**config.mk**
```make
export PLATFORM = sky130hd
export DESIGN_NAME = asc_serial_ctrl
export DESIGN_NICKNAME = d
export VERILOG_FILES = /design/src/design/asc_pkg.sv /design/src/design/asc_serial_ctrl.sv
export VERILOG_INCLUDE_DIRS = /design/src /design/src/design
export SDC_FILE = /design/constraint.sdc
export NUM_CORES = 1
export LEC_CHECK = 0
export ABC_AREA = 0
export BUFFER_PORTS_ARGS = -buffer_cell sky130_fd_sc_hd__buf_2
export CORE_MARGIN = 8
export CORE_UTILIZATION = 55
export CTS_BUF_LIST = sky130_fd_sc_hd__clkbuf_4
export CTS_CLUSTER_SIZE = 14
export DETAILED_ROUTE_END_ITERATION = 12
export GPL_TIMING_DRIVEN = 0
export PLACE_DENSITY_LB_ADDON = 0.25
export RECOVER_POWER = 100
export SLEW_MARGIN = 30
export SYNTH_ARGS = -nofsm -noshare
export SYNTH_HDL_FRONTEND = slang
export SYNTH_SLANG_ARGS = --single-unit
```
**constraint.sdc**
```tcl
create_clock -name mclk -period 3.3 [get_ports mclk]
set_clock_uncertainty 0.1 [all_clocks]
set_input_delay 0.165 -clock mclk [delete_from_list [all_inputs] [get_ports mclk]]
set_output_delay 0.165 -clock mclk [all_outputs]
set_load 0.1 [all_outputs]
```
**src/design/asc_map.svh**
```systemverilog
// Register offsets, field positions, reset values and timing counts for the serial control block
//
// Operation
// - Loop select set disconnects serial input pin and feeds receiver internally.
// - In loop mode receiver source picks internal transmitter line or single-wire pin.
// - Wait-mode halt set stops the serial unit while the processor waits.
// - Character length selects eight or nine data bits between start and stop.
// - Resume condition selects idle line or address mark to leave standby.
// - Idle count start selects counting ones after start bit or after stop.
// - Parity enable generates and checks parity in the top data bit.
// - Parity odd select: even sets bit on odd ones count, odd on even.
// - Transmit request when buffer-empty flag and its enable are both set.
// - Transmit-done request when done flag and its enable are both set.
// - Receive request when enabled and receive-full or overrun flag set.
// - Idle request when idle flag and its enable are both set.
// - Transmit enable turns on transmitter and gives it the output pin.
// - Raising transmit enable queues one all-ones idle preamble character.
// - Receive enable turns the receiver on and off.
// - Standby suppresses receive requests; wake condition clears standby automatically.
// - Break send pulsed sends one break of 10/11, or 13/14 zero bits.
// - Break send held sends whole breaks back to back, finishing the current one.
// - Output pin idles high and is released while transmitter is disabled.
// - Idle flag after 10 ones in eight-bit format, 11 in nine-bit.
// - While in standby an idle line never sets the idle flag.
`ifndef ASC_MAP_SVH
`define ASC_MAP_SVH

// Register offsets
`define ASC_OFS_FRAME_LOOP   3'h2
`define ASC_OFS_IRQ_ENABLE   3'h3
`define ASC_OFS_STATUS       3'h4
`define ASC_OFS_AUX          3'h5
`define ASC_OFS_DATA_HI      3'h6
`define ASC_OFS_DATA_LO      3'h7

// Frame and loop configuration fields
`define ASC_FL_LOOP          7
`define ASC_FL_WAIT_HALT     6
`define ASC_FL_RX_SOURCE     5
`define ASC_FL_CHAR_LEN      4
`define ASC_FL_RESUME        3
`define ASC_FL_IDLE_START    2
`define ASC_FL_PAR_EN        1
`define ASC_FL_PAR_ODD       0

// Enable and control fields
`define ASC_IE_TX_EMPTY      7
`define ASC_IE_TX_DONE       6
`define ASC_IE_RX_FULL       5
`define ASC_IE_LINE_QUIET    4
`define ASC_IE_TX_EN         3
`define ASC_IE_RX_EN         2
`define ASC_IE_STANDBY       1
`define ASC_IE_BREAK         0

// Auxiliary register field
`define ASC_AUX_LONG_BREAK   2

// Reset values
`define ASC_RST_FRAME_LOOP   8'h00
`define ASC_RST_IRQ_ENABLE   8'h00

// Timing counts
`define ASC_TICKS_PER_BIT    4'hf
`define ASC_START_MID        4'h7
`define ASC_FRAME_8          4'ha
`define ASC_FRAME_9          4'hb
`define ASC_BREAK_EXTRA      4'h3
`define ASC_BAUD_DIV_DEF     16'h000a

`endif

```
**src/design/asc_pkg.sv**
```systemverilog
// Types shared by the serial control block
`default_nettype none
package asc_pkg;
    typedef enum logic [0:0] {TX_IDLE, TX_SHIFT} asc_tx_t;
    typedef enum logic [1:0] {RX_IDLE, RX_START, RX_DATA} asc_rx_t;

    typedef struct packed {
        logic [7:0]  frameLoop;
        logic [7:0]  irqEnable;
        logic        longBreak;
        logic [8:0]  txData;
        logic        txEmpty;
        logic        txDone;
        logic        txPre;
        logic        teLast;
        logic        txLine;
        asc_tx_t     txState;
        logic [13:0] txShift;
        logic [3:0]  txBits;
        logic [3:0]  txTick;
        logic [8:0]  rxData;
        logic        rxFull;
        logic        overrun;
        logic        idleFlag;
        logic        frameErr;
        logic        parErr;
        logic        idleArmed;
        logic        clrArm;
        asc_rx_t     rxState;
        logic [3:0]  rxTick;
        logic [3:0]  rxBits;
        logic [9:0]  rxShift;
        logic [3:0]  idleCnt;
        logic [15:0] baudCnt;
        logic [7:0]  rdata;
    } asc_state_t;
endpackage : asc_pkg
`default_nettype wire

```
**src/design/asc_serial_ctrl.sv**
```systemverilog
// Serial transmitter and receiver with its two control registers
`include "asc_map.svh"
`default_nettype none
module asc_serial_ctrl #(
    parameter logic [15:0] BAUD_DIV = `ASC_BAUD_DIV_DEF
) (
    // Clock and reset
    input  wire logic       mclk,
    input  wire logic       rst_n,
    // Register port
    input  wire logic [2:0] regAddr,
    input  wire logic [7:0] regWdata,
    input  wire logic       regWr,
    input  wire logic       regRd,
    output logic      [7:0] regRdata,
    // Processor wait mode
    input  wire logic       waitMode,
    // Serial pins
    input  wire logic       serialInPin,
    input  wire logic       serialOutI,
    output logic            serialOutO,
    output logic            serialOutOeN,
    // Interrupt request levels
    output logic            txEmptyReq,
    output logic            txDoneReq,
    output logic            rxFullReq,
    output logic            lineQuietReq
);
    import asc_pkg::*;

    asc_state_t state_reg;
    asc_state_t state_next;

    logic       unitRun;
    logic       tick;
    logic       rxIn;
    logic       nineBit;
    logic [3:0] frameLen;
    logic [8:0] txWord;
    logic [8:0] rxWord;
    logic       parBad;
    logic       standby;
    logic       rdLo;
    logic       wrLo;

    // Decoded controls
    assign nineBit  = state_reg.frameLoop[`ASC_FL_CHAR_LEN];
    assign frameLen = nineBit ? `ASC_FRAME_9 : `ASC_FRAME_8;
    assign standby  = state_reg.irqEnable[`ASC_IE_STANDBY];
    assign unitRun  = !(waitMode && state_reg.frameLoop[`ASC_FL_WAIT_HALT]);
    assign tick     = unitRun && (state_reg.baudCnt == BAUD_DIV - 16'h0001);
    assign rdLo     = regRd && (regAddr == `ASC_OFS_DATA_LO);
    assign wrLo     = regWr && (regAddr == `ASC_OFS_DATA_LO);

    // Receiver input routing
    always_comb begin
        if (!state_reg.frameLoop[`ASC_FL_LOOP]) begin
            rxIn = serialInPin;
        end else if (state_reg.frameLoop[`ASC_FL_RX_SOURCE]) begin
            rxIn = serialOutI;
        end else begin
            rxIn = state_reg.txLine;
        end
    end

    // Transmit word with parity in the top data bit
    always_comb begin
        txWord = state_reg.txData;
        if (!nineBit) begin
            txWord[8] = 1'b0;
        end
        if (state_reg.frameLoop[`ASC_FL_PAR_EN]) begin
            if (nineBit) begin
                txWord[8] = ^txWord[7:0] ^ state_reg.frameLoop[`ASC_FL_PAR_ODD];
            end else begin
                txWord[7] = ^txWord[6:0] ^ state_reg.frameLoop[`ASC_FL_PAR_ODD];
            end
        end
    end

    // Received word and parity check
    always_comb begin
        if (nineBit) begin
            rxWord = state_reg.rxShift[9:1];
            parBad = (^rxWord[7:0] ^ state_reg.frameLoop[`ASC_FL_PAR_ODD]) != rxWord[8];
        end else begin
            rxWord = {1'b0, state_reg.rxShift[9:2]};
            parBad = (^rxWord[6:0] ^ state_reg.frameLoop[`ASC_FL_PAR_ODD]) != rxWord[7];
        end
        parBad = parBad && state_reg.frameLoop[`ASC_FL_PAR_EN];
    end

    // Next state
    always_comb begin
        state_next = state_reg;

        // Baud tick divider, held at zero while halted
        if (!unitRun || tick) begin
            state_next.baudCnt = 16'h0000;
        end else begin
            state_next.baudCnt = state_reg.baudCnt + 16'h0001;
        end

        // Read data, one cycle after the strobe
        state_next.rdata = 8'h00;
        if (regRd) begin
            unique case (regAddr)
                `ASC_OFS_FRAME_LOOP: state_next.rdata = state_reg.frameLoop;
                `ASC_OFS_IRQ_ENABLE: state_next.rdata = state_reg.irqEnable;
                `ASC_OFS_STATUS: state_next.rdata = {state_reg.txEmpty, state_reg.txDone,
                    state_reg.rxFull, state_reg.idleFlag, state_reg.overrun, 1'b0,
                    state_reg.frameErr, state_reg.parErr};
                `ASC_OFS_AUX:     state_next.rdata = {5'h00, state_reg.longBreak, 2'h0};
                `ASC_OFS_DATA_HI: state_next.rdata = {state_reg.rxData[8], 7'h00};
                `ASC_OFS_DATA_LO: state_next.rdata = state_reg.rxData[7:0];
                default:          state_next.rdata = 8'h00;
            endcase
        end

        // Status read arms the flag clear by the following data access
        if (regRd && regAddr == `ASC_OFS_STATUS) begin
            state_next.clrArm = 1'b1;
        end else if (rdLo || wrLo) begin
            state_next.clrArm = 1'b0;
        end
        if (rdLo && state_reg.clrArm) begin
            state_next.rxFull   = 1'b0;
            state_next.overrun  = 1'b0;
            state_next.idleFlag = 1'b0;
            state_next.frameErr = 1'b0;
            state_next.parErr   = 1'b0;
        end
        if (wrLo && state_reg.clrArm) begin
            state_next.txDone = 1'b0;
        end

        // Register writes
        if (regWr) begin
            unique case (regAddr)
                `ASC_OFS_FRAME_LOOP: state_next.frameLoop = regWdata;
                `ASC_OFS_IRQ_ENABLE: state_next.irqEnable = regWdata;
                `ASC_OFS_AUX:     state_next.longBreak = regWdata[`ASC_AUX_LONG_BREAK];
                `ASC_OFS_DATA_HI: state_next.txData[8] = regWdata[6];
                `ASC_OFS_DATA_LO: begin
                    state_next.txData[7:0] = regWdata;
                    state_next.txEmpty     = 1'b0;
                end
                default: ;
            endcase
        end

        // Transmitter enable edge queues a preamble
        state_next.teLast = state_reg.irqEnable[`ASC_IE_TX_EN];
        if (state_reg.irqEnable[`ASC_IE_TX_EN] && !state_reg.teLast) begin
            state_next.txPre = 1'b1;
        end

        // Transmitter
        if (!state_reg.irqEnable[`ASC_IE_TX_EN]) begin
            state_next.txState = TX_IDLE;
            state_next.txLine  = 1'b1;
            state_next.txPre   = 1'b0;
            state_next.txTick  = 4'h0;
        end else begin
            unique case (state_reg.txState)
                TX_IDLE: begin
                    state_next.txLine = 1'b1;
                    state_next.txTick = 4'h0;
                    if (unitRun && state_reg.txPre) begin
                        state_next.txPre   = 1'b0;
                        state_next.txShift = 14'h3fff;
                        state_next.txBits  = frameLen;
                        state_next.txState = TX_SHIFT;
                        state_next.txDone  = 1'b0;
                    end else if (unitRun && state_reg.irqEnable[`ASC_IE_BREAK]) begin
                        state_next.txShift = 14'h0000;
                        state_next.txBits  = state_reg.longBreak
                                           ? frameLen + `ASC_BREAK_EXTRA : frameLen;
                        state_next.txState = TX_SHIFT;
                        state_next.txDone  = 1'b0;
                    end else if (unitRun && !state_reg.txEmpty) begin
                        state_next.txShift = nineBit ? {4'hf, txWord, 1'b0}
                                                     : {5'h1f, txWord[7:0], 1'b0};
                        state_next.txBits  = frameLen;
                        state_next.txState = TX_SHIFT;
                        state_next.txDone  = 1'b0;
                        if (!wrLo) begin
                            state_next.txEmpty = 1'b1;
                        end
                    end else if (state_reg.txEmpty && !state_reg.txPre) begin
                        state_next.txDone = 1'b1;
                    end
                end
                TX_SHIFT: begin
                    state_next.txLine = state_reg.txShift[0];
                    if (tick) begin
                        state_next.txTick = state_reg.txTick + 4'h1;
                        if (state_reg.txTick == `ASC_TICKS_PER_BIT) begin
                            state_next.txShift = {1'b1, state_reg.txShift[13:1]};
                            state_next.txBits  = state_reg.txBits - 4'h1;
                            if (state_reg.txBits == 4'h1) begin
                                state_next.txState = TX_IDLE;
                                state_next.txLine  = 1'b1;
                            end
                        end
                    end
                end
            endcase
        end

        // Receiver
        if (!state_reg.irqEnable[`ASC_IE_RX_EN]) begin
            state_next.rxState = RX_IDLE;
            state_next.rxTick  = 4'h0;
            state_next.idleCnt = 4'h0;
        end else if (tick) begin
            unique case (state_reg.rxState)
                RX_IDLE: begin
                    if (!rxIn) begin
                        state_next.rxState = RX_START;
                        state_next.rxTick  = 4'h0;
                        if (!state_reg.frameLoop[`ASC_FL_IDLE_START]) begin
                            state_next.idleCnt = 4'h0;
                        end
                    end else begin
                        state_next.rxTick = state_reg.rxTick + 4'h1;
                        if (state_reg.rxTick == `ASC_TICKS_PER_BIT
                                && state_reg.idleCnt != 4'hf) begin
                            state_next.idleCnt = state_reg.idleCnt + 4'h1;
                        end
                    end
                end
                RX_START: begin
                    state_next.rxTick = state_reg.rxTick + 4'h1;
                    if (state_reg.rxTick == `ASC_START_MID) begin
                        state_next.rxTick  = 4'h0;
                        state_next.rxBits  = 4'h0;
                        state_next.rxState = rxIn ? RX_IDLE : RX_DATA;
                        state_next.idleCnt = 4'h0;
                    end
                end
                RX_DATA: begin
                    state_next.rxTick = state_reg.rxTick + 4'h1;
                    if (state_reg.rxTick == `ASC_TICKS_PER_BIT) begin
                        state_next.rxBits = state_reg.rxBits + 4'h1;
                        if (!state_reg.frameLoop[`ASC_FL_IDLE_START]) begin
                            state_next.idleCnt = rxIn ? state_reg.idleCnt + 4'h1 : 4'h0;
                        end
                        if (state_reg.rxBits != frameLen - 4'h2) begin
                            state_next.rxShift = {rxIn, state_reg.rxShift[9:1]};
                        end else begin
                            // Stop bit
                            state_next.rxState = RX_IDLE;
                            state_next.rxTick  = 4'h0;
                            if (state_reg.frameLoop[`ASC_FL_IDLE_START]) begin
                                state_next.idleCnt = 4'h0;
                            end
                            if (standby) begin
                                if (state_reg.frameLoop[`ASC_FL_RESUME]
                                        && (nineBit ? rxWord[8] : rxWord[7])) begin
                                    state_next.irqEnable[`ASC_IE_STANDBY] = 1'b0;
                                end
                            end else if (state_reg.rxFull && !(rdLo && state_reg.clrArm)) begin
                                state_next.overrun = 1'b1;
                            end else begin
                                state_next.rxData    = rxWord;
                                state_next.rxFull    = 1'b1;
                                state_next.idleArmed = 1'b1;
                                state_next.frameErr  = !rxIn;
                                state_next.parErr    = parBad;
                            end
                        end
                    end
                end
                default: state_next.rxState = RX_IDLE;
            endcase
        end

        // Idle line detection
        if (state_reg.irqEnable[`ASC_IE_RX_EN] && state_reg.rxState == RX_IDLE
                && state_reg.idleCnt >= frameLen) begin
            if (standby) begin
                if (!state_reg.frameLoop[`ASC_FL_RESUME]) begin
                    state_next.irqEnable[`ASC_IE_STANDBY] = 1'b0;
                end
                state_next.idleArmed = 1'b0;
            end else if (state_reg.idleArmed) begin
                state_next.idleFlag  = 1'b1;
                state_next.idleArmed = 1'b0;
            end
        end
    end

    // State register
    always_ff @(posedge mclk) begin
        if (!rst_n) begin
            state_reg           <= '0;
            state_reg.frameLoop <= `ASC_RST_FRAME_LOOP;
            state_reg.irqEnable <= `ASC_RST_IRQ_ENABLE;
            state_reg.txEmpty   <= 1'b1;
            state_reg.txDone    <= 1'b1;
            state_reg.txLine    <= 1'b1;
            state_reg.txState   <= TX_IDLE;
            state_reg.rxState   <= RX_IDLE;
        end else begin
            state_reg <= state_next;
        end
    end

    // Outputs
    assign regRdata     = state_reg.rdata;
    assign serialOutO   = state_reg.txLine;
    assign serialOutOeN = !state_reg.irqEnable[`ASC_IE_TX_EN];
    assign txEmptyReq   = state_reg.txEmpty && state_reg.irqEnable[`ASC_IE_TX_EMPTY];
    assign txDoneReq    = state_reg.txDone && state_reg.irqEnable[`ASC_IE_TX_DONE];
    assign rxFullReq    = (state_reg.rxFull || state_reg.overrun) && !standby
                        && state_reg.irqEnable[`ASC_IE_RX_FULL];
    assign lineQuietReq = state_reg.idleFlag && !standby
                        && state_reg.irqEnable[`ASC_IE_LINE_QUIET];
endmodule : asc_serial_ctrl
`default_nettype wire

```
==> Word level (Yosys, flattened, before mapping) <==
Index checks and enable logic that the tools add are counted.
{ "word_totals": {"regBits": 118, "out_inout_bits": 14, "word_cells": 224} }
{ "classes": {"n_addsub": 8, "n_lt_le_gt_ge": 1, "n_eq_ne": 26, "mux": 91, "bitwise_logic": 9, "reduce_logical": 59} }
{ "op_table": {"columns": ["op", "count"], "rows": [
  ["$mux 19", 3],
  ["$mux 24", 2],
  ["$pmux 24 s2", 1],
  ["$pmux 8 s6", 1],
  ["$mux 1", 41],
  ["$mux 4", 10],
  ["$mux 10", 3],
  ["$logic_and 1x1->1", 24],
  ["$mux 2", 12],
  ["$mux 3", 8],
  ["$pmux 4 s3", 2],
  ["$mux 20", 1],
  ["$mux 9", 2],
  ["$reduce_and 2->1", 9],
  ["$add 16x1->16 const B", 1],
  ["$add 4x1->4 const B", 4],
  ["$eq 16x4->1 const B", 1],
  ["$reduce_xor 8->1", 2],
  ["$reduce_and 5->1", 3],
  ["$reduce_xor 7->1", 2],
  ["$mux 13", 1],
  ["$eq 3x3->1 const B", 4],
  ["$eq 4x4->1 const B", 2],
  ["$logic_not 1->1", 8],
  ["29 further kinds", 47]
]} }

==> Depth between registers and ports, before layout <==
Gate-level depths: netlist of the first run.
{ "depth": {"depth_word": 15, "mapped_depth": 10, "mapped_depth_nobuf": 7} }

==> Least setup slack after synthesis of the first run <==
Ideal clock, no wire load.
{ "synth_path": {"path_type": "register to register", "start": "reg state_reg[8] (netlist bit)", "end": "reg state_reg[41] (netlist bit)", "arrival_time_ps": 2213, "t_required_ps": 3130, "slack_ps": 916, "path_stages_with_launch": 8, "cell_sequence": "dfxtp_1 ha_1 nor4b_4 nand4_4 or4_1 buf_2 or4_1 a21oi_1"} }
{ "synth_between": {"elab_chain_len": 3} }
{ "synth_rtl": {"columns": ["element", "line", "text"], "rows": [
  ["start: declaration", "asc_serial_ctrl.sv:31", "asc_state_t state_reg;"],
  ["start signal: assignment", "asc_serial_ctrl.sv:306", "state_reg <= state_next;"],
  ["$eq 16x4->1", "asc_serial_ctrl.sv:51", "assign tick = unitRun && (state_reg.baudCnt == BAUD_DIV - 16'h0001);"],
  ["$logic_and 1x1->1", "asc_serial_ctrl.sv:51", null],
  ["$reduce_and 5->1 (no line)", null, null]
]} }
Every way passes these cells.
A chain may end at the register's enable or synchronous reset.

==> Worst setup path after layout of the first run <==
{ "layout_path": {"start": "reg state_reg[42] (netlist bit)", "end": "reg state_reg[59] (netlist bit)"} }
{ "layout_between": {"elab_chain_len": 2} }
{ "layout_rtl": {"columns": ["element"], "rows": [
  ["$eq 4x4->1 (no line)"],
  ["$reduce_and 7->1 (no line)"]
]} }
Every way passes these cells.

==> results of run 1 <==
==> metal layers <==
| layer | global-route usage (%) | vias up | routed length (um) |
|---|---|---|---|
| li1 | - | 2623 | - |
| met1 | 25.57 | 2476 | 6570 |
| met2 | 37.34 | 208 | 7329 |
| met3 | 5.763 | 41 | 1064 |
| met4 | 8.617 | 0 | 412 |
| met5 | 0 | - | 0 |
==> how the worst max path moves through the flow <==
| stage | slack (ns) | depth (start not counted) | startpoint | end |
|---|---|---|---|---|
| detailed placement | 0.50 | 7 | state_reg[42] | state_reg[59] |
| CTS | 0.46 | 8 | state_reg[46] | state_reg[59] |
| floorplan | 0.92 | 7 | state_reg[8] | state_reg[41] |
| global placement | 0.58 | 8 | state_reg[46] | state_reg[50] |
| finish | 0.44 | 7 | state_reg[42] | state_reg[59] |
| global route | 0.24 | 7 | state_reg[8] | state_reg[69] |
==> critical path: stages (launching register included) <==
cell and delay [ns]:
sky130_fd_sc_hd__dfxtp_1 0.39, sky130_fd_sc_hd__ha_1 0.30, sky130_fd_sc_hd__nand4_1 0.29, sky130_fd_sc_hd__nor4b_1 0.72, sky130_fd_sc_hd__and4_1 0.39, sky130_fd_sc_hd__buf_2 0.24, sky130_fd_sc_hd__a21oi_1 0.09, sky130_fd_sc_hd__a211oi_1 0.25
==> kinds of logic (layout without fill, tap and decap cells) <==
family,count (synthesis),in the layout
muxes,29,29
xor gates and xnor gates,35,35
AOI/OAI and AO/OA,184,184
buffers and inverters,65,140
adders and majority gates,14,14
DFF,117,117
and+or+nand+nor,257,257
==> through the flow <==
step | instances | power [mW] | util [%] | worst slack, ns | area (um^2)
3_5_place_dp | 867 | 1.624 | 59.60 | 0.5034 | 6153
4_1_cts | 912 | 2.813 | 64.07 | 0.4607 | 6614
2_1_floorplan | 701 | 1.569 | - | 0.9165 | 5833
5_1_grt | 912 | 2.904 | 63.83 | 0.2366 | 6590
3_3_place_gp | 867 | 1.620 | 59.60 | 0.5808 | 6153
6_report | 912 | 2.796 | 63.83 | 0.4400 | 6590
==> report_power, final <==
| group | internal (mW) | switching, mW |
|---|---|---|
| Clock | 0.606 | 0.583 |
| Sequential | 1.42 | 0.0165 |
| Combinational | 0.0577 | 0.108 |
==> cell type report <==
type | count | area share [%]
Clock buffer | 17 | 1.937
Clock inverter | 15 | 3.076
Buffer | 43 | 2.981
Inverter | 22 | 1.253
Sequential cell | 117 | 35.54
Tap cell | 136 | 2.582
Timing Repair Buffer | 43 | 3.930
Multi-Input combinational cell | 519 | 48.70
==> layout by cell type (no fill, tap or decap), types with 4 or more instances in the layout <==
| cell type | instances |
|---|---|
| sky130_fd_sc_hd__a22oi_1 | 14 |
| sky130_fd_sc_hd__xor2_1 | 13 |
| sky130_fd_sc_hd__and4_1 | 4 |
| sky130_fd_sc_hd__clkinvlp_4 | 4 |
| sky130_fd_sc_hd__a22o_1 | 6 |
| sky130_fd_sc_hd__a211oi_1 | 11 |
| sky130_fd_sc_hd__bufinv_16 | 4 |
| sky130_fd_sc_hd__nor3_1 | 8 |
| sky130_fd_sc_hd__inv_6 | 4 |
| sky130_fd_sc_hd__nand2b_1 | 4 |
| sky130_fd_sc_hd__clkbuf_4 | 17 |
| sky130_fd_sc_hd__and2_1 | 9 |
| sky130_fd_sc_hd__a31oi_1 | 12 |
| sky130_fd_sc_hd__nand3_1 | 24 |
| sky130_fd_sc_hd__a311oi_1 | 4 |
| sky130_fd_sc_hd__mux2_2 | 6 |
| sky130_fd_sc_hd__buf_4 | 8 |
| sky130_fd_sc_hd__o211ai_1 | 4 |
| sky130_fd_sc_hd__dlygate4sd3_1 | 13 |
| sky130_fd_sc_hd__o21ai_0 | 35 |
| sky130_fd_sc_hd__inv_1 | 21 |
| sky130_fd_sc_hd__a21oi_1 | 75 |
| sky130_fd_sc_hd__dfxtp_1 | 117 |
| sky130_fd_sc_hd__and3_1 | 7 |
| sky130_fd_sc_hd__or3_1 | 6 |
| sky130_fd_sc_hd__clkbuf_1 | 46 |
| sky130_fd_sc_hd__ha_1 | 14 |
| sky130_fd_sc_hd__nand2_1 | 88 |
| sky130_fd_sc_hd__mux2i_1 | 23 |
| sky130_fd_sc_hd__nor2_1 | 62 |
| sky130_fd_sc_hd__xnor2_1 | 22 |
| sky130_fd_sc_hd__nor4_1 | 5 |
| sky130_fd_sc_hd__buf_2 | 16 |
| sky130_fd_sc_hd__nand4_1 | 12 |
==> repair_timing <==
| item | in CTS | in global routing |
|---|---|---|
| resized for setup | 0 | 0 |
| hold endpoints to repair | 38 | 0 |
| setup buffers | 0 | 0 |
| hold buffers | 13 | 0 |
==> flow_summary_export.csv, run 1 <==
group,metric,value,unit
synthesis,synth_top_family_by_area,"simple AND/OR/NAND/NOR gates",
synthesis,parity_gate_share_of_the_synthesized_area_counting_xor_and_xnor_cells,5.255,%
sta,timing.slew.headroom,21.54,%
clock_network,buffer_type_at_the_clock_tree_root,"sky130_fd_sc_hd__clkbuf_4",
die,initial_core_util,56.50,%
drt,routed_wire_length_per_instance,16.86,um
drt,antenna_left,0,
setup_path,critPathArrivalTime,3.22,ns
sta,totalNegativeSetupSlack,0,ns
global_routing,grt_antenna_before_repair,0,
placement,place.detailed.hpwl,11190,um
synthesis,synthSimpleGateAreaFrac,22.35,%
final_layout,syn_to_final_growth,12.98,%
pwr,power_leakage,2.290,nW
drt,detailroute.via_count,5348,
die,die_width,119.0,um
global_routing,grtUsageTotal,21.86,%
sta,achievable-frequency,349.6,MHz
sta,hold_viol_final,0,
die,floorplan.die.height,119.0,um
synthesis,synth.most_common_cell,"sky130_fd_sc_hd__dfxtp_1",
synthesis,most_used_flip_flop_cell_after_synthesis,"sky130_fd_sc_hd__dfxtp_1",
clock_network,clk-insertion-delay-late,0.55,ns
drt,drt_drc_violations_left,0,
min_path,min-delay-start,"waitMode",
die,num_io_pins,32,
die,design.die.area,14160,um^2
final_layout,final_nets,795,
synthesis,synth.avg_cell_area,8.321,um^2
status,result_of_the_run,"completed",
clock_network,tritoncts,"yes",
synthesis,synthesis.instances,701,
synthesis,synth_seq_cells,117,
global_routing,gr-total-overflow,0,
clock_network,clock-sinks,117,
clock_network,cts_htree_levels,4,
setup_path,r2r_slack,0.44,ns
drt,route.final.wire_length,15380,um
synthesis,async_flop_share,0,%
synthesis,ys_warn_count,0,
final_layout,multiInputGateArea,3209,um^2
sta,rsz_0062_raised_after_global_routing,"false",
die,std_cell_rows,37,
setup_path,cp.required,3.66,ns
synthesis,synth_sequential_area_ratio,40.15,%
clock_network,cts_buffer_depth,2,
pwr,powerDensity,424.3,nW/um^2
synthesis,post_synth_instance_area,5833,um^2
sta,final_clock_period_utilization_by_the_worst_path,86.67,%
drt,post_drt_via_cell_ratio,5.864,
die,core_region_area,10320,um^2
synthesis,synth_edf_count,0,
clock_network,clk_pin_slew_worst_paths,0.11,ns
global_routing,first_global_vias,5222,
drt,firstDrtPassIters,6,
sta,actual_transition_at_the_worst_max_transition_pin,1.182,ns
global_routing,pin_count_of_the_biggest_net_entering_global_routing,17,
placement,buffer_ports.inserted,30,
sta,setup_violations,0,
clock_network,numCtsBuffers,17,
synthesis,complex_gate_fraction_of_the_synthesized_area,19.31,%
min_path,min_to,"state_reg[89]",
run,maxCapViolations,0,
synthesis,synthTopCellsByCount,"117 x sky130_fd_sc_hd__dfxtp_1, 88 x sky130_fd_sc_hd__nand2_1, 75 x sky130_fd_sc_hd__a21oi_1, 62 x sky130_fd_sc_hd__nor2_1, 35 x sky130_fd_sc_hd__o21ai_0",
pwr,vdd_ir_drop_max,0.3949,mV
min_path,hold_path_class,"input port to flip-flop",
synthesis,post-synth-top-area-cell,"sky130_fd_sc_hd__dfxtp_1",
sta,timing.hold.ws,0.05662,ns
setup_path,end_kind,"flip-flop",
placement,routabilityCongestion,0.9282,
setup_path,reg2reg_depth,7,
setup_path,critPathKind,"flip-flop to flip-flop",
setup_path,crit_path_start_kind,"flip-flop",
drt,number_of_drc_violations_after_detailed_routing_iteration_0,394,
synthesis,synth_top_cell_area_share,40.15,%
synthesis,ys_top_cells_by_area,"sky130_fd_sc_hd__dfxtp_1 40%, sky130_fd_sc_hd__a21oi_1 6.4%, sky130_fd_sc_hd__nand2_1 5.7%",
final_layout,seq_area,2342,um^2
global_routing,first_pass_grt_wire_length,25210,um
setup_path,crit-reg2reg-capture,"state_reg[59]",
synthesis,ys_types,63,
final_layout,antenna_cells,0,
sta,final_max_slew_viol_count,0,
final_layout,largest_register_ff_count,105,
sta,period_needed,2.860,ns
min_path,hold-path-cell-count,4,
setup_path,critical_path.reg2reg.startpoint,"state_reg[42]",
final_layout,layout-drive-gt1-share,9.665,%
synthesis,synth_nets,733,
synthesis,synth.mux.area_fraction,5.105,%
synthesis,synth_fa_ha_area_share,3.003,%
final_layout,nFillCells,879,
setup_path,path_max_fanout,10,
Note: power is estimated with default switching activity, not from simulation.
==> run 2, diff against run 1 <==
--- a/config.mk
+++ b/config.mk
@@ -8,8 +8,10 @@
 export LEC_CHECK = 0
 export ABC_AREA = 0
 export BUFFER_PORTS_ARGS = -buffer_cell sky130_fd_sc_hd__buf_2
+export CELL_PAD_IN_SITES_DETAIL_PLACEMENT = 2
+export CELL_PAD_IN_SITES_GLOBAL_PLACEMENT = 2
 export CORE_MARGIN = 8
-export CORE_UTILIZATION = 55
+export CORE_UTILIZATION = 39
 export CTS_BUF_LIST = sky130_fd_sc_hd__clkbuf_4
 export CTS_CLUSTER_SIZE = 14
 export DETAILED_ROUTE_END_ITERATION = 12
==> flow_summary_export.csv, run 2 (synthesis gave the netlist of run 1 again) <==
group,metric,value,unit
pwr,cell_internal_pwr,1.928,mW
final_layout,mostFrequentLayoutCells,"117 x sky130_fd_sc_hd__dfxtp_1, 88 x sky130_fd_sc_hd__nand2_1, 75 x sky130_fd_sc_hd__a21oi_1",
die,die_width,138.3,um
final_layout,final_nets,794,
pwr,share_comb_of_total_power,6.6,%
clock_network,tritoncts,"yes",
sta,achievable-frequency,334.3,MHz
run,maxCapViolations,0,
final_layout,syn_to_final_growth,12.23,%
global_routing,first_global_vias,5909,
sta,totalNegativeSetupSlack,0,ns
status,result_of_the_run,"completed",
die,core_region_area,14590,um^2
sta,timing.hold.ws,0.03737,ns
drt,routed_wire_length_per_instance,20.75,um
die,std_cell_rows,44,
global_routing,pin_count_of_the_biggest_net_entering_global_routing,17,
pwr,report.power.total,2.615,mW
drt,number_of_drc_violations_after_detailed_routing_iteration_0,247,
drt,post_drt_via_cell_ratio,5.750,
pwr,net-switching-power,687.0,uW
final_layout,finish.instance_area,6546,um^2
die,design.die.area,19130,um^2
placement,placement.cell_area,6213,um^2
sta,final_max_slew_viol_count,0,
pwr,powerDensity,399.5,nW/um^2
sta,period_needed,2.992,ns
clock_network,cts_htree_levels,4,
die,floorplan.die.height,138.3,um
placement,routabilityCongestion,0.8081,
min_path,hold_path_class,"input port to flip-flop",
setup_path,timing.critical_path.from,"state_reg[8]",
placement,place.detailed.hpwl,14460,um
final_layout,layout-drive-gt1-share,8.938,%
setup_path,critPathKind,"flip-flop to flip-flop",
clock_network,clk_pin_slew_worst_paths,0.10,ns
setup_path,crit_path_start_kind,"flip-flop",
final_layout,layout.cells.most_common,"sky130_fd_sc_hd__dfxtp_1",
clock_network,clk-insertion-delay-late,0.54,ns
placement,placement.setup.worst_slack,0.3264,ns
clock_network,clock-sinks,117,
sta,final_clock_period_utilization_by_the_worst_path,90.66,%
placement,buffer_ports.inserted,30,
sta,rsz_0062_raised_after_global_routing,"false",
drt,drt_drc_violations_left,0,
die,num_io_pins,32,
clock_network,buffer_type_at_the_clock_tree_root,"sky130_fd_sc_hd__clkbuf_4",
setup_path,path_max_fanout,10,
sta,timing.slew.headroom,20.41,%
final_layout,largest_register_ff_count,105,
setup_path,end_kind,"flip-flop",
pwr,power.share.switching,26.27,%
setup_path,critical_path.reg2reg.startpoint,"state_reg[8]",
pwr,pwr-share-seq,55.2,%
global_routing,gr-total-overflow,0,
clock_network,cts_setup_buffers,0,
pwr,share_clk_of_total_power,38.2,%
min_path,min-delay-start,"regAddr[2]",
clock_network,numCtsBuffers,17,
drt,route.final.wire_length,19850,um
setup_path,cp.required,3.67,ns
drt,detailroute.via_count,5503,
sta,worst_setup_margin,0.3082,ns
setup_path,critPathArrivalTime,3.36,ns
clock_network,cts_buffer_depth,2,
pwr,power_leakage,2.259,nW
sta,actual_transition_at_the_worst_max_transition_pin,1.199,ns
die,initial_core_util,39.98,%
global_routing,grt_antenna_before_repair,1,
sta,setup_violations,0,
drt,antenna_left,0,
global_routing,first_pass_grt_wire_length,31930,um
sta,hold_viol_final,0,
pwr,vdd_ir_drop_max,0.2167,mV
drt,firstDrtPassIters,4,
global_routing,grtUsageTotal,20.44,%
run 2: changes by cell type in the layout (fill, tap and decap cells not counted), sizes merged, moves of 2 or more:
cell / before / now
clkinv: 4 / 8
bufinv: 4 / 2
inv: 25 / 21
clkinvlp: 4 / 0
clkbuf: 64 / 66
run 2: what timing repair did:
item / CTS / global route
gates resized for setup: 0 / 0
hold endpoints to repair: 36 / 0
hold buffers: 12 / 0
run 2: critical path, cell delays in order (launching register included):
cell                       delay [ns]
sky130_fd_sc_hd__dfxtp_1         0.46
sky130_fd_sc_hd__ha_1            0.21
sky130_fd_sc_hd__nor4b_4         0.26
sky130_fd_sc_hd__nand4_1         0.44
sky130_fd_sc_hd__or4_1           0.64
sky130_fd_sc_hd__clkbuf_1        0.19
sky130_fd_sc_hd__or4_1           0.48
sky130_fd_sc_hd__a21oi_1         0.14
run 2: metrics by stage:
step	instances	util, %
3_3_place_gp	915	42.59
3_5_place_dp	915	42.59
2_1_floorplan	701	-
4_1_cts	956	45.05
5_1_grt	957	44.87
6_report	957	44.87
run 2: per-layer routing:
metal	track usage (%)	up-vias	part of all wire [%]
met5	0	-	0
met4	5.034	0	1.2
met3	4.247	21	3.1
met2	35.90	74	51
met1	24.82	2785	45
li1	-	2623	-
run 2: worst paths after layout:
check,endpoint,slack [ns],cells past startpoint
max,state_reg[41],0.31,7
min,state_reg[53],0.04,4
max reg2reg,state_reg[41],0.31,7
min reg2reg,state_reg[72],0.38,2
run 2: final cells by class:
type	count	area, um^2
multi-input cells	519	3204
inverters	22	82.58
flip-flops and latches	117	2342
well taps	184	230.2
plain buffers	43	196.4
repair buffers	42	249.0
fillers	1679	8043
diodes	1	2.502
clock buffers	20	150.1
clock inverters	9	88.84
run 2: power groups by stage:
stage / Sequential (mW) / Clock, mW / Combinational (mW)
after global placement: 1.47 / 0 / 0.153
after floorplan: 1.47 / 0 / 0.102
after global routing: 1.45 / 1.08 / 0.187
after CTS: 1.44 / 1.02 / 0.173
after detailed placement: 1.47 / 0 / 0.160
final: 1.44 / 1.00 / 0.172
